==> src/logic/pspe_pkg.sv <==
// shared constants for the port e parallel slave block
package pspe_pkg;
  localparam int unsigned DATA_W = 8;
  localparam int unsigned PIN_N  = 3;
  localparam int unsigned FIFO_DEPTH = 8;
  // register byte addresses
  localparam logic [7:0] ADDR_DIR_STATUS = 8'h00;
  localparam logic [7:0] ADDR_PIN_LEVELS = 8'h04;
  localparam logic [7:0] ADDR_OUT_LATCH  = 8'h08;
  localparam logic [7:0] ADDR_SLAVE_DATA = 8'h0C;
  localparam logic [7:0] ADDR_ANALOG_CFG = 8'h10;
  localparam logic [7:0] ADDR_EVENT      = 8'h14;
  localparam logic [7:0] ADDR_RX_FIFO    = 8'h18;
  // direction and status fields
  localparam int unsigned BIT_IBF   = 7;
  localparam int unsigned BIT_OBF   = 6;
  localparam int unsigned BIT_INPUT_OVERFLOW  = 5;
  localparam int unsigned BIT_MODE  = 4;
  localparam int unsigned BIT_RD_N  = 0;
  localparam int unsigned BIT_WR_N  = 1;
  localparam int unsigned BIT_CS_N  = 2;
  // event register fields
  localparam int unsigned BIT_EV_FLAG = 0;
  localparam int unsigned BIT_EV_EN   = 1;
  // analog config: pins digital when all three bits set
  localparam logic [2:0] ANALOG_ALL_DIGITAL = 3'h7;
  localparam logic [2:0] DIR_RESET    = 3'h7;
  localparam logic [2:0] ANALOG_RESET = 3'h0;
endpackage : pspe_pkg

==> src/logic/pspe_fifo.sv <==
// flip-flop fifo with valid and ready on both sides
`timescale 1ns/1ps
module pspe_fifo #(
  parameter int unsigned WIDTH = 8,
  parameter int unsigned DEPTH = 8
) (
  // clock and reset
  input  wire logic             pclk,
  input  wire logic             presetn,
  // fill side
  input  wire logic             in_valid,
  output logic                  in_ready,
  input  wire logic [WIDTH-1:0] in_data,
  // drain side
  output logic                  out_valid,
  input  wire logic             out_ready,
  output logic      [WIDTH-1:0] out_data
);
  localparam int unsigned AW = (DEPTH > 1) ? $clog2(DEPTH) : 1;

  initial
  begin
    if (DEPTH < 2 || (DEPTH & (DEPTH - 1)) != 0)
      $error("fifo depth must be a power of two, at least 2");
  end

  logic [WIDTH-1:0] mem [DEPTH];
  logic [AW-1:0]    wr_ptr;
  logic [AW-1:0]    rd_ptr;
  logic [AW:0]      count;
  logic             push;
  logic             pop;

  assign in_ready  = (count != (AW+1)'(DEPTH));
  assign out_valid = (count != '0);
  assign out_data  = mem[rd_ptr];
  assign push      = in_valid && in_ready;
  assign pop       = out_valid && out_ready;

  always_ff @(posedge pclk)
  begin
    if (push)
      mem[wr_ptr] <= in_data;
  end

  always_ff @(posedge pclk or negedge presetn)
  begin
    if (!presetn)
    begin
      wr_ptr <= '0;
      rd_ptr <= '0;
      count  <= '0;
    end
    else
    begin
      if (push)
        wr_ptr <= wr_ptr + 1'b1;
      if (pop)
        rd_ptr <= rd_ptr + 1'b1;
      if (push && !pop)
        count <= count + 1'b1;
      else if (pop && !push)
        count <= count - 1'b1;
    end
  end
endmodule : pspe_fifo

==> src/logic/pspe_sync.sv <==
// two flip-flop synchroniser for a bus of pin levels
`timescale 1ns/1ps
module pspe_sync #(
  parameter int unsigned WIDTH = 1,
  parameter logic        INIT  = 1'b1
) (
  // clock and reset
  input  wire logic             pclk,
  input  wire logic             presetn,
  // levels
  input  wire logic [WIDTH-1:0] d,
  output logic      [WIDTH-1:0] q
);
  logic [WIDTH-1:0] meta;

  always_ff @(posedge pclk or negedge presetn)
  begin
    if (!presetn)
    begin
      meta <= {WIDTH{INIT}};
      q    <= {WIDTH{INIT}};
    end
    else
    begin
      meta <= d;
      q    <= meta;
    end
  end
endmodule : pspe_sync

==> src/logic/pspe_top.sv <==
// port e pins with parallel slave port, apb register slave
//
// Behaviour
// [RULE_01] three pins, direction bit one means input and high impedance, zero drives latch
// [RULE_02] output latch register reads back latched values, not pin levels
// [RULE_03] pins selected as analog read as zero in the pin level register
// [RULE_04] direction bits steer drivers even when pins are analog
// [RULE_05] reset leaves pins analog with direction bits set to input
// [RULE_06] input buffer full reads one while an external byte awaits the cpu
// [RULE_07] output buffer full set by cpu write, cleared once external side reads
// [RULE_08] overflow sets on external write before cpu read; software clears it
// [RULE_09] slave mode select at bit four of direction and status register
// [RULE_10] in slave mode the data port is a byte port for the external processor
// [RULE_11] slave mode uses pin 0 as read, pin 1 as write, pin 2 as select, all low
// [RULE_12] firmware must set pins to input and digital before using slave mode
// [RULE_13] external write registered when select and write first seen low together
// [RULE_14] external read registered when select and read first seen low together
// [RULE_15] the external processor sees the data port as one byte latch
// [RULE_16] write low with select captures the external bus byte
// [RULE_17] read low with select drives the data register onto the external bus
// [RULE_18] chip select is active low; high deselects the port
// [RULE_19] event flag with enable raised on each completed external transfer
`timescale 1ns/1ps
module pspe_top #(
  parameter int unsigned FIFO_DEPTH = pspe_pkg::FIFO_DEPTH
) (
  // clock and reset
  input  wire logic        pclk,
  input  wire logic        presetn,
  // apb slave
  input  wire logic        psel,
  input  wire logic        penable,
  input  wire logic        pwrite,
  input  wire logic [7:0]  paddr,
  input  wire logic [31:0] pwdata,
  output logic      [31:0] prdata,
  output logic             pready,
  output logic             pslverr,
  // port e pins
  input  wire logic [2:0]  pin_e_in,
  output logic      [2:0]  pin_e_out,
  output logic      [2:0]  pin_e_oe,
  // data port byte towards the external processor
  input  wire logic [7:0]  data_bus_in,
  output logic      [7:0]  data_bus_out,
  output logic             data_bus_oe,
  // cpu event line
  output logic             slave_port_event
);
  initial
  begin
    if (FIFO_DEPTH < 2)
      $error("fifo depth below 2 cannot buffer");
  end

  typedef enum logic [2:0] {
    PSPE_IDLE  = 3'b001,
    PSPE_WRITE = 3'b010,
    PSPE_READ  = 3'b100
  } pspe_state_t;

  // registers
  logic [2:0]  dir_bits;
  logic        slave_mode_select;
  logic        input_buffer_full;
  logic        output_buffer_full;
  logic        input_overflow;
  logic [2:0]  out_latch;
  logic [2:0]  analog_pin_config;
  logic [7:0]  slave_data_byte;
  logic        slave_port_event_flag;
  logic        slave_port_event_enable;
  pspe_state_t state;

  // synchronised pins and data
  logic [2:0]  pin_sync;
  logic [7:0]  data_sync;
  logic        pins_digital;
  logic        sel_rd;
  logic        sel_wr;

  // apb and external transfer decode
  logic        acc;
  logic        wr_acc;
  logic        rd_acc;
  logic        ext_wr_start;
  logic        ext_rd_start;
  logic        ext_done;

  // fifo
  logic        fifo_in_ready;
  logic        fifo_out_valid;
  logic [7:0]  fifo_out_data;
  logic        fifo_pop;

  // pins cross from outside the clock domain
  pspe_sync #(.WIDTH(3), .INIT(1'b1)) u_pin_sync (
    .pclk    (pclk),
    .presetn (presetn),
    .d       (pin_e_in),
    .q       (pin_sync)
  );

  pspe_sync #(.WIDTH(8), .INIT(1'b0)) u_data_sync (
    .pclk    (pclk),
    .presetn (presetn),
    .d       (data_bus_in),
    .q       (data_sync)
  );

  function automatic logic addr_is(input logic [7:0] a, input logic [7:0] ref_a);
    addr_is = (a == ref_a);
  endfunction : addr_is

  assign acc    = psel && penable;
  assign wr_acc = acc && pwrite;
  assign rd_acc = acc && !pwrite;

  // strobe decode only trusted when firmware has pins digital, whatever the direction bits
  assign pins_digital = (analog_pin_config == pspe_pkg::ANALOG_ALL_DIGITAL); // [RULE_12]
  // select is active low, strobes qualified by it
  assign sel_rd = slave_mode_select && pins_digital && !pin_sync[pspe_pkg::BIT_CS_N]
                  && !pin_sync[pspe_pkg::BIT_RD_N]; // [RULE_11] [RULE_18]
  assign sel_wr = slave_mode_select && pins_digital && !pin_sync[pspe_pkg::BIT_CS_N]
                  && !pin_sync[pspe_pkg::BIT_WR_N]; // [RULE_11] [RULE_18]

  // first detection opens a transfer; completion is strobe release
  assign ext_wr_start = (state == PSPE_IDLE) && sel_wr; // [RULE_13]
  assign ext_rd_start = (state == PSPE_IDLE) && sel_rd && !sel_wr; // [RULE_14]
  assign ext_done     = ((state == PSPE_WRITE) && !sel_wr) || ((state == PSPE_READ) && !sel_rd);

  // a cpu read of the receive fifo register takes a received byte from the fifo
  assign fifo_pop = rd_acc && addr_is(paddr, pspe_pkg::ADDR_RX_FIFO) && fifo_out_valid;

  // received bytes queue here so the cpu can drain a burst
  pspe_fifo #(.WIDTH(8), .DEPTH(FIFO_DEPTH)) u_rx_fifo (
    .pclk      (pclk),
    .presetn   (presetn),
    .in_valid  (ext_wr_start),
    .in_ready  (fifo_in_ready),
    .in_data   (data_sync),
    .out_valid (fifo_out_valid),
    .out_ready (fifo_pop),
    .out_data  (fifo_out_data)
  );

  // transfer state machine
  always_ff @(posedge pclk or negedge presetn)
  begin
    if (!presetn)
      state <= PSPE_IDLE;
    else
    begin
      case (state)
        PSPE_IDLE:
        begin
          if (ext_wr_start)
            state <= PSPE_WRITE;
          else if (ext_rd_start)
            state <= PSPE_READ;
        end
        PSPE_WRITE:
        begin
          if (!sel_wr)
            state <= PSPE_IDLE;
        end
        PSPE_READ:
        begin
          if (!sel_rd)
            state <= PSPE_IDLE;
        end
        default:
          state <= PSPE_IDLE;
      endcase
    end
  end

  // direction, mode, latch and analog configuration
  always_ff @(posedge pclk or negedge presetn)
  begin
    if (!presetn)
    begin
      dir_bits          <= pspe_pkg::DIR_RESET; // [RULE_05]
      analog_pin_config <= pspe_pkg::ANALOG_RESET; // [RULE_05]
      slave_mode_select <= 1'b0;
      out_latch         <= 3'h0;
      slave_port_event_enable <= 1'b0;
    end
    else if (wr_acc)
    begin
      if (addr_is(paddr, pspe_pkg::ADDR_DIR_STATUS))
      begin
        dir_bits          <= pwdata[2:0]; // [RULE_01]
        slave_mode_select <= pwdata[pspe_pkg::BIT_MODE]; // [RULE_09]
      end
      else if (addr_is(paddr, pspe_pkg::ADDR_OUT_LATCH) || addr_is(paddr, pspe_pkg::ADDR_PIN_LEVELS))
        out_latch <= pwdata[2:0];
      else if (addr_is(paddr, pspe_pkg::ADDR_ANALOG_CFG))
        analog_pin_config <= pwdata[2:0];
      else if (addr_is(paddr, pspe_pkg::ADDR_EVENT))
        slave_port_event_enable <= pwdata[pspe_pkg::BIT_EV_EN];
    end
  end

  // the one byte latch both sides see
  always_ff @(posedge pclk or negedge presetn)
  begin
    if (!presetn)
      slave_data_byte <= 8'h00;
    else if (ext_wr_start)
      slave_data_byte <= data_sync; // [RULE_15] [RULE_16]
    else if (wr_acc && addr_is(paddr, pspe_pkg::ADDR_SLAVE_DATA))
      slave_data_byte <= pwdata[7:0];
  end

  // input buffer full is the fifo holding a byte; its valid is already a flop-fed
  // occupancy test, so no peek into the fifo's counter is needed
  assign input_buffer_full = fifo_out_valid; // [RULE_06]

  // output buffer full: external read start clears it, cpu write wins on a tie
  always_ff @(posedge pclk or negedge presetn)
  begin
    if (!presetn)
      output_buffer_full <= 1'b0;
    else if (wr_acc && addr_is(paddr, pspe_pkg::ADDR_SLAVE_DATA))
      output_buffer_full <= 1'b1; // [RULE_07]
    else if (ext_rd_start)
      output_buffer_full <= 1'b0; // [RULE_07]
  end

  // overflow: the set wins over a software clear in the same cycle
  always_ff @(posedge pclk or negedge presetn)
  begin
    if (!presetn)
      input_overflow <= 1'b0;
    else if (ext_wr_start && (input_buffer_full || !fifo_in_ready))
      input_overflow <= 1'b1; // [RULE_08]
    else if (wr_acc && addr_is(paddr, pspe_pkg::ADDR_DIR_STATUS) && !pwdata[pspe_pkg::BIT_INPUT_OVERFLOW])
      input_overflow <= 1'b0; // [RULE_08]
  end

  // event flag on each completed transfer; set beats write-one-to-clear
  always_ff @(posedge pclk or negedge presetn)
  begin
    if (!presetn)
      slave_port_event_flag <= 1'b0;
    else if (ext_done)
      slave_port_event_flag <= 1'b1; // [RULE_19]
    else if (wr_acc && addr_is(paddr, pspe_pkg::ADDR_EVENT) && pwdata[pspe_pkg::BIT_EV_FLAG])
      slave_port_event_flag <= 1'b0;
  end

  always_ff @(posedge pclk or negedge presetn)
  begin
    if (!presetn)
      slave_port_event <= 1'b0;
    else
      slave_port_event <= (slave_port_event_flag || ext_done) && slave_port_event_enable; // [RULE_19]
  end

  // pin drivers follow direction bits even in analog or slave mode
  always_ff @(posedge pclk or negedge presetn)
  begin
    if (!presetn)
    begin
      pin_e_oe  <= 3'h0;
      pin_e_out <= 3'h0;
    end
    else
    begin
      pin_e_oe  <= ~dir_bits; // [RULE_01] [RULE_04]
      pin_e_out <= out_latch; // [RULE_01]
    end
  end

  // data bus driven only while selected and read strobe low
  always_ff @(posedge pclk or negedge presetn)
  begin
    if (!presetn)
    begin
      data_bus_oe  <= 1'b0;
      data_bus_out <= 8'h00;
    end
    else
    begin
      data_bus_oe  <= sel_rd && !sel_wr; // [RULE_10] [RULE_17]
      data_bus_out <= slave_data_byte; // [RULE_17]
    end
  end

  // apb answers in the access cycle; unmapped addresses error
  always_ff @(posedge pclk or negedge presetn)
  begin
    if (!presetn)
    begin
      prdata  <= 32'h0000_0000;
      pready  <= 1'b0;
      pslverr <= 1'b0;
    end
    else
    begin
      pready  <= psel && !penable;
      pslverr <= 1'b0;
      prdata  <= 32'h0000_0000;
      if (psel && !penable)
      begin
        if (addr_is(paddr, pspe_pkg::ADDR_DIR_STATUS))
          prdata[7:0] <= {input_buffer_full, output_buffer_full, input_overflow, slave_mode_select,
                          1'b0, dir_bits}; // [RULE_06] [RULE_09]
        else if (addr_is(paddr, pspe_pkg::ADDR_PIN_LEVELS))
          prdata[2:0] <= pins_digital ? pin_sync : 3'h0; // [RULE_03]
        else if (addr_is(paddr, pspe_pkg::ADDR_OUT_LATCH))
          prdata[2:0] <= out_latch; // [RULE_02]
        else if (addr_is(paddr, pspe_pkg::ADDR_SLAVE_DATA))
          prdata[7:0] <= slave_data_byte; // [RULE_15]
        else if (addr_is(paddr, pspe_pkg::ADDR_ANALOG_CFG))
          prdata[2:0] <= analog_pin_config;
        else if (addr_is(paddr, pspe_pkg::ADDR_EVENT))
          prdata[1:0] <= {slave_port_event_enable, slave_port_event_flag};
        else if (addr_is(paddr, pspe_pkg::ADDR_RX_FIFO))
          prdata[8:0] <= {fifo_out_valid, fifo_out_data};
        else
          pslverr <= 1'b1;
      end
    end
  end
endmodule : pspe_top

==> config.mk <==
export PLATFORM = sky130hd
export DESIGN_NAME = pspe_top
export DESIGN_NICKNAME = d
export VERILOG_FILES = /design/src/logic/pspe_pkg.sv /design/src/logic/pspe_fifo.sv /design/src/logic/pspe_sync.sv /design/src/logic/pspe_top.sv
export SDC_FILE = /design/constraint.sdc
export NUM_CORES = 1
export LEC_CHECK = 0
export BUFFER_PORTS_ARGS = -buffer_cell sky130_fd_sc_hd__buf_2
export CORE_MARGIN = 2
export CORE_UTILIZATION = 30
export CTS_CLUSTER_DIAMETER = 40
export DETAILED_ROUTE_END_ITERATION = 10
export GPL_TIMING_DRIVEN = 0
export PLACE_DENSITY = 0.56
export RECOVER_POWER = 25
export SLEW_MARGIN = 25
export SYNTH_ARGS = -nofsm -noshare
export SYNTH_HDL_FRONTEND = slang
export SYNTH_SLANG_ARGS = --single-unit
export TNS_END_PERCENT = 10
==> constraint.sdc <==
create_clock -name pclk -period 7.58 [get_ports pclk]
set_clock_uncertainty 0.1 [all_clocks]
set_input_delay 0.379 -clock pclk [delete_from_list [all_inputs] [get_ports pclk]]
set_output_delay 0.379 -clock pclk [all_outputs]
set_load 0.05 [all_outputs]
---- Yosys cells after proc, flatten, opt, wreduce, memory -nomap -nowiden ----
Memories as Yosys holds them, arrays and structs flattened.
Cells that the tools add are included.
word-level totals
  output and inout port bits .............. 50
  register bits ........................... 84
  memory bits (read-only) ................. 0
  bits in writable memories ............... 64
  bits of input ports ..................... 56
  memories ................................ 1
  logic and storage cells ................. 148
  latch bits .............................. 0
cells by class
  $lt $le $gt $ge ......................... 0
  reductions and logical operators ........ 54
  shift-type cells ........................ 0
  bitwise operators ....................... 4
  add/sub/neg operators ................... 4
  div/mod/pow operators ................... 0
  equality and inequality tests ........... 14
  multiply operators ...................... 0
  multiplexer cells ....................... 46
memory list
  name           depth  width  rd ports  clocked after Yosys merged registers in  write ports  line             RTL
  u_rx_fifo.mem  8      8      1         0                                        1            pspe_fifo.sv:27  logic [WIDTH-1:0] mem [DEPTH];
operators with widths
  cell                                                             number
  7-bit two-way mux                                                7
  8-bit two-way mux                                                4
  1-bit logical AND                                                27
  8-bit by 5-bit == test with 1-bit output, second input constant  3
  3-bit two-way mux                                                8
  1-bit two-way mux                                                18
  6-bit two-way mux                                                3
  9-bit two-way mux                                                2
  8-bit by 4-bit == test with 1-bit output, second input constant  2
  1-bit zero test                                                  11
  2-bit nonzero test                                               5
  3-bit one-hot mux with 3 select lines                            1
  8-bit by 3-bit == test with 1-bit output, second input constant  1
  8-bit zero test                                                  1
  4-bit two-way mux                                                2
  3-bit by 1-bit adder with 3-bit output, second input constant    2
  3-bit == test, second input constant                             2
  3-bit AND reduction                                              2
  5-bit AND reduction                                              1
  4-bit by 1-bit adder with 4-bit output, second input constant    1
  1-bit logical OR                                                 4
  2-bit != test, second input constant                             2
  4-bit != test, second input constant                             1
  4-bit AND reduction                                              1
  other kinds (9)                                                  11

---- Longest topological paths before layout ----
Gate-level depths: netlist of run 1.
  depth in word-level cells ............... 15
  depth in mapped cells ................... 12
  gate-level depth less buffers ........... 12

---- Modules after synthesis ----
Synthesis of run 1 repeated with hierarchy kept, for this count alone.
unflattened totals
  cell total of the unflattened synthesis .. 418
  area total of the unflattened synthesis .. 6228.5 um2
modules (own cells, without submodules)
  module                    area an instance (um2)  seq. area each (um2)  cells an instance  instances
  pspe_fifo                 3109.2                  2172.1                156                1
  pspe_top                  2561.2                  1306.3                240                1
  pspe_sync at u_data_sync  400.4                   400.4                 16                 1
  pspe_sync at u_pin_sync   157.7                   157.7                 6                  1

---- Worst setup path after synthesis of run 1 ----
Ideal clock, no wire load.
  path type ............................... reg-to-reg
  from .................................... register state[0]
  to ...................................... register u_rx_fifo.count[3]
  arrival time ............................ 2.714 ns
  cell stages (with the launch flop) ...... 12
  data required time ...................... 7.354 ns
  path buffers ............................ 0
  setup time .............................. 0.126 ns
  setup slack ............................. 4.640 ns
  clock period less this slack ............ 2.940 ns
  path through ............................ dfstp_2 -> or3b_1 -> nor4_4 -> a21boi_4 -> ha_1 -> inv_1 -> ha_1 -> a21o_1 -> a21oi_1 -> xnor2_1 -> nor2_1 -> xor2_1
between the ends
  longest elaborated chain between the ends .. 6
  elaborated cells between the ends (all ways) .. 8
  classes of those cells .................. eq/ne: 1; mux: 1; reduce/logical: 6
ends and longest elaborated chain
  what                                        line             RTL
  start, declared                             pspe_top.sv:73   pspe_state_t state;
  start signal, assigned                      pspe_top.sv:151  state <= PSPE_IDLE;
  start signal, assigned                      pspe_top.sv:158  state <= PSPE_WRITE;
  start signal, assigned                      pspe_top.sv:160  state <= PSPE_READ;
  3-bit by 1-bit == test with 1-bit output *  pspe_top.sv:128  assign ext_wr_start = (state == PSPE_IDLE) && sel_wr;
  1-bit logical AND *                         pspe_top.sv:128
  1-bit logical AND *                         pspe_fifo.sv:37  assign push = in_valid && in_ready;
  net u_rx_fifo.push                          pspe_fifo.sv:31  logic push;
  1-bit zero test                             pspe_fifo.sv:62  else if (pop && !push)
  1-bit logical AND                           pspe_fifo.sv:62
  2-bit nonzero test (no line)                --
  end signal, assigned                        pspe_fifo.sv:61  count <= count + 1'b1;
  end signal, assigned                        pspe_fifo.sv:63  count <= count - 1'b1;
  end, declared                               pspe_fifo.sv:30  logic [AW:0] count;
Mark *: on every way through the listed nets, which the timed path passes. The rest lies on a longest branch.
A chain may end at the register's enable or synchronous reset.

---- Worst setup path after layout of run 1 ----
Same ends and word-level chain as after synthesis.

==> results of run 1 <==
[state kept, by name, summed over array words and instances, names as in the netlist, 4 cells and up]
register / flops
data_bus_out: 8
prdata: 9
slave_data_byte: 8
u_data_sync.meta: 8
u_data_sync.q: 8
u_rx_fifo.count: 4
u_rx_fifo.mem: 64
[per-stage QoR]
step                      setup WS (ps)  hold WS, ps  util, %
after global placement             3900          232     34.4
after floorplan                    4640        -16.6        -
after global routing               3980          117     38.0
after CTS                          4180          111     38.1
final                              4220          124     38.0
after detailed placement           4210          190     34.7
[final cells by class]
| cell class | instances | share of cell area, % |
|---|---|---|
| Timing Repair Buffer | 72 | 5.95 |
| Inverter | 10 | 0.504 |
| Tap cell | 265 | 4.45 |
| Sequential cell | 148 | 54.2 |
| Clock buffer | 21 | 5.91 |
| Clock inverter | 11 | 1.41 |
| Buffer | 34 | 2.97 |
| Multi-Input combinational cell | 232 | 24.6 |
[Yosys cell counts (all sizes together), types with 5 or more instances]
cell / count
nand2b: 12
mux2: 16
a21oi: 8
buf: 28
dfstp: 10
clkbuf: 6
dfrtp: 74
nand2: 25
ha: 5
nand3: 6
inv: 10
mux2i: 19
nor4: 5
nor3: 8
edfxtp: 64
nor2: 18
xnor2: 7
o21ai: 17
mux4: 14
[power by group through the flow]
stage               Clock, uW  Sequential [uW]  Combinational (uW)
floorplan                   0              877                47.3
global placement            0              873                81.9
detailed placement          0              874                84.8
CTS                       806              858                89.5
global route              840              859                96.0
finish                    790              858                89.0
[critical path, cell delays in order (launching register included)]
cell and delay (ps):
dfstp_2 600, or3b_1 430, nor4_4 460, a21boi_4 360
ha_1 230, inv_1 100, ha_1 300, a21o_1 170
a21oi_1 160, xnor2_1 130, nor2_1 60, xor2_1 140
[cells by family after synthesis]
family / count (synthesis) / synth area share, %
AOI/OAI and AO/OA: 50 / 5.56
xor gates and xnor gates: 11 / 1.60
adders and majority gates: 6 / 1.37
buffers and inverters: 44 / 4.29
DFF: 148 / 66.9
muxes: 49 / 11.4
other: 1 / 0.0621
and+or+nand+nor: 93 / 8.89
[worst paths after layout]
kind / startpoint / endpoint / slack [ps]
setup / recovery: state[0] / u_rx_fifo.count[3] / 4220
hold / removal: pwdata[4] / slave_mode_select / 120
setup reg to reg: state[0] / u_rx_fifo.count[3] / 4220
hold reg to reg: u_data_sync.meta[7] / u_data_sync.q[7] / 250
max in group asynchronous: presetn / u_rx_fifo.rd_ptr[1] / 5370
min in group asynchronous: presetn / u_data_sync.meta[7] / 910
[routing by layer]
metal | GRT usage (%) | up-vias | routed length (um)
met1 | 16.2 | 1783 | 5850
met3 | 3.70 | 17 | 602
li1 | - | 1660 | -
met2 | 22.1 | 98 | 6900
met5 | 0 | - | 0
met4 | 5.05 | 0 | 199
[repair_timing]
action,4_1_cts,5_1_grt
hold endpoints to repair,42,0
hold buffers,12,0
setup endpoints to repair,0,0
==> reports/metrics.cfg, run 1 <==
[run_status]
status=finished with violations
violations=max-capacitance violations, max-slew violations

[floorplan]
coreArea_mm2=0.0196
placementRows=51
start_util_pct=30.8
fp.dieH_um=146
io_pins=106
die_width_um=146
die_area_mm2=0.0213

[route]
routedWlPerCell_um=17.1
drc=0
drt_iter0_drc=274
wirelength_mm=13.6
vias_per_cell=4.49
route.vias.total=3558
drtPass1Iterations=5
antenna_left=0

[power]
intPower_uw=1330
switchingPower_uw=408
power.share.sequential_pct=49.4
p_comb_share_pct=5.1
irDropWorstVdd_uv=160
leakagePower_uw=0.00292
powerDensity_mw_per_mm2=233
p_sw_share_pct=23.5
p_total_uw=1740
clkPwrFrac_pct=45.5

[grt]
grt_max_degree=54
grt_pass1_wl_mm=21.4
grt_usage_pct=13.2
grt_pass1_vias=3732
grt_overflow_total=0
antenna_found_initial=0

[finish]
final_nets=577
postLayoutCellArea_mm2=0.00745
final_common_cell=dfrtp_1
drive_above_1_share_pct=30.1
syn2layout_area_growth_pct=23.4
fillers=1867
final_cell_mix=dfrtp_1 (74), edfxtp_1 (64), buf_2 (59)
instances_no_fill=793
multi_input_area_mm2=0.00183
seq_area_mm2=0.00404
diodes=0

[timing]
hold_viol_final=0
setup_tns_ps=0
fmax_mhz=298
finalCritPeriodShare_pct=44.3
finalMaxSlewViolations=32
period_needed_ps=3360
relSlewSlack_pct=-26.9
worst_pin_slew_ps=1900
setup_viol=0
rsz0062_at_grt=no

[flow_run]
drv_cap=1

[min_path]
whs_path_depth=2
hp-class=in -> reg

[placement]
portBuffers=58
hpwl_mm=9.50
dpl.cell_count=749
place.gp.congestion=0.904
place_area_mm2=0.00679

[synthesis]
synthFlopType=dfrtp_1
syn_area_mm2=0.00604
yosysWarnings=0
synth-edff-count=64
ys_seq_area_share_pct=66.9
syn-instance-count=402
synth_area_leaders=edfxtp_1 (32%), dfrtp_1 (31%), mux4_2 (5.2%)
syn_avg_cell_area_um2=15.0
synth_cell_types=57
synth_top_cell_area_share_pct=31.8
synth_area_leader_cell=edfxtp_1
synth-seq-cells=148
async_reset_ff_share_pct=56.8

[clock_tree]
clockBufferDepth=2
cts_root_buf=clkbuf_16
clock_sinks=148
tritoncts=yes
path_clk_slew_ps=60
post_cts_resized=0
cts.htree.levels=4
postCtsSetupRepairBufs=0
cts_made_buffers=17
clkLatencyLatePin_ps=430

[setup_path]
critical_path_class=reg -> reg
cp_max_fo=8
critPathLaunchType=flop
r2r_cells=11
cp-end-kind=flop
crit_arrival_ps=3570
cp.required_ps=7790

Note: power is estimated with default switching activity, not from simulation.
==> run 2, diff against run 1 <==
- PLACE_DENSITY: 0.56 -> 0.58
- clock period: 7.58 -> 2.8 ns (I/O delays scaled with it)
==> run 2 against run 1 <==
  * The flow now finishes without violations
  * Final area increased by 3.4%
  * Critical path depth unchanged
  * Wire length decreased by 3.9%
  * Count of clock-buffer cells in the layout increased by 2
  * Clock power grew to 2.8 times the previous value
  * Combinational power rose to 2.8 times the previous value
  * Sequential share of layout area shrank 1.8 points
  * Sequential power rose to 2.7 times the previous value
  * Non-clock buffer count rose by 14
  * Critical path type unchanged
  * Largest cell class unchanged
==> reports/metrics.cfg, run 2 (synthesis results as in run 1) <==
[run_status]
status=completed

[grt]
met3_usage_pct=3.57
grt_pass1_vias=3810
busiest_layer=met2
grt_pass1_wl_mm=20.8
antenna_found_initial=0
grt_overflow_total=0
met2_usage_pct=19.8
grt_use_met1_pct=17.3
grt_max_degree=64
grt_usage_pct=12.8

[clock_tree]
tritoncts=yes
cts.htree.levels=4
cts_made_buffers=17
clkLatencyLatePin_ps=420
cts_root_buf=clkbuf_16
clock_sinks=148
clockBufferDepth=2
path_clk_slew_ps=60

[route]
vias_per_cell=4.50
drtPass1Iterations=5
drt_iter0_drc=270
routedWlPerCell_um=16.1
wirelength_mm=13.0
antenna_left=0
drc=0
route.vias.total=3635

[finish]
multi_input_area_mm2=0.00191
final_cell_mix=dfrtp_1 (74), edfxtp_1 (64), buf_2 (60)
instances_no_fill=807
largest_reg_flops=64
diodes=0
fillers=1842
drive_above_1_share_pct=32.7
seq_area_mm2=0.00404
final_common_cell=dfrtp_1
final_nets=591
largest_register=u_rx_fifo.mem
syn2layout_area_growth_pct=27.7
largestRegisters=u_rx_fifo.mem: 64 flops, prdata: 9 flops

[power]
p_total_uw=4820
leakagePower_uw=0.00302
powerDensity_mw_per_mm2=625
irDropWorstVdd_uv=431

[timing]
setup_viol=0
period_needed_ps=2750
relSlewSlack_pct=8.34
rsz0062_at_grt=yes
hold_viol_final=0
worst_pin_slew_ps=1370
finalCritPeriodShare_pct=98.1
setup_tns_ps=0
fmax_mhz=364
finalMaxSlewViolations=0

[floorplan]
die_area_mm2=0.0213
fp.dieH_um=146
placementRows=51
io_pins=106
coreArea_mm2=0.0196
start_util_pct=30.8
die_width_um=146

[setup_path]
cp_max_fo=5
crit_arrival_ps=2950
cp-end-kind=flop
critPathLaunchType=flop
critical_path_class=reg -> reg
cp.required_ps=3010

[placement]
hpwl_mm=9.05
portBuffers=58
place.gp.congestion=0.886
dpl.cell_count=749

[min_path]
hp-class=in -> reg

[flow_run]
drv_cap=0

## run 2: report_power, final
group	internal (uW)	switching (uW)	leakage [uW]
Clock	1360	890	0.000277
Sequential	2300	24.2	0.00157
Combinational	84.0	168	0.00117
## run 2: worst max-delay path, cell delays in order, from the launching register on
cell and delay, ps:
dfstp_2 530, or3b_4 390, nor4_4 220, a21boi_4 330
ha_4 190, inv_4 50, ha_4 200, a21o_1 150
a21oi_2 120, xnor2_1 120, nor2_1 70, xor2_1 140
## run 2: layer usage
metal | up-vias | routed length (um)
met1 | 1808 | 6080
met3 | 16 | 748
met5 | - | 0
met2 | 124 | 5990
li1 | 1687 | -
met4 | 0 | 199
## run 2: worst paths after layout
kind                                          start                  end  slack, ps  depth (start not counted)
worst min-delay path                        penable  u_rx_fifo.rd_ptr[2]         30                          5
worst max register to register             state[0]   u_rx_fifo.count[3]         50                         11
max in group asynchronous                   presetn   u_pin_sync.meta[2]       1160                          3
min in group asynchronous                   presetn     u_data_sync.q[2]        460                          2
worst max-delay path                       state[0]   u_rx_fifo.count[3]         50                         11
worst min register to register  u_data_sync.meta[2]     u_data_sync.q[2]        250                          0
## run 2: what timing repair did
action | 4_1_cts | 5_1_grt
buffers inserted | 3 | 1
setup endpoints to repair | 67 | 31
gates resized for setup | 8 | 4
pin swaps | 1 | 0
hold endpoints to repair | 107 | 0
hold buffers | 22 | 0
## run 2: layout make-up
cell class	count	share of cell area, %
Inverter	10	0.520
Clock inverter	9	1.15
Clock buffer	23	6.49
Tap cell	265	4.30
Buffer	34	2.89
Sequential cell	148	52.4
Multi-Input combinational cell	232	24.8
Timing Repair Buffer	86	7.44
## run 2: through the flow
| stage | area [um2] | hold WS, ps | utilization (%) | worst slack (ps) |
|---|---|---|---|---|
| after global routing | 7710 | 42.2 | 39.3 | -61.8 |
| final | 7710 | 34.9 | 39.3 | 52.9 |
| after detailed placement | 6840 | -86.3 | 34.9 | -571 |
| after floorplan | 6160 | -256 | - | -94.5 |
| after CTS | 7700 | 21.3 | 39.3 | 11.6 |
| after global placement | 6790 | 145 | 34.6 | -990 |
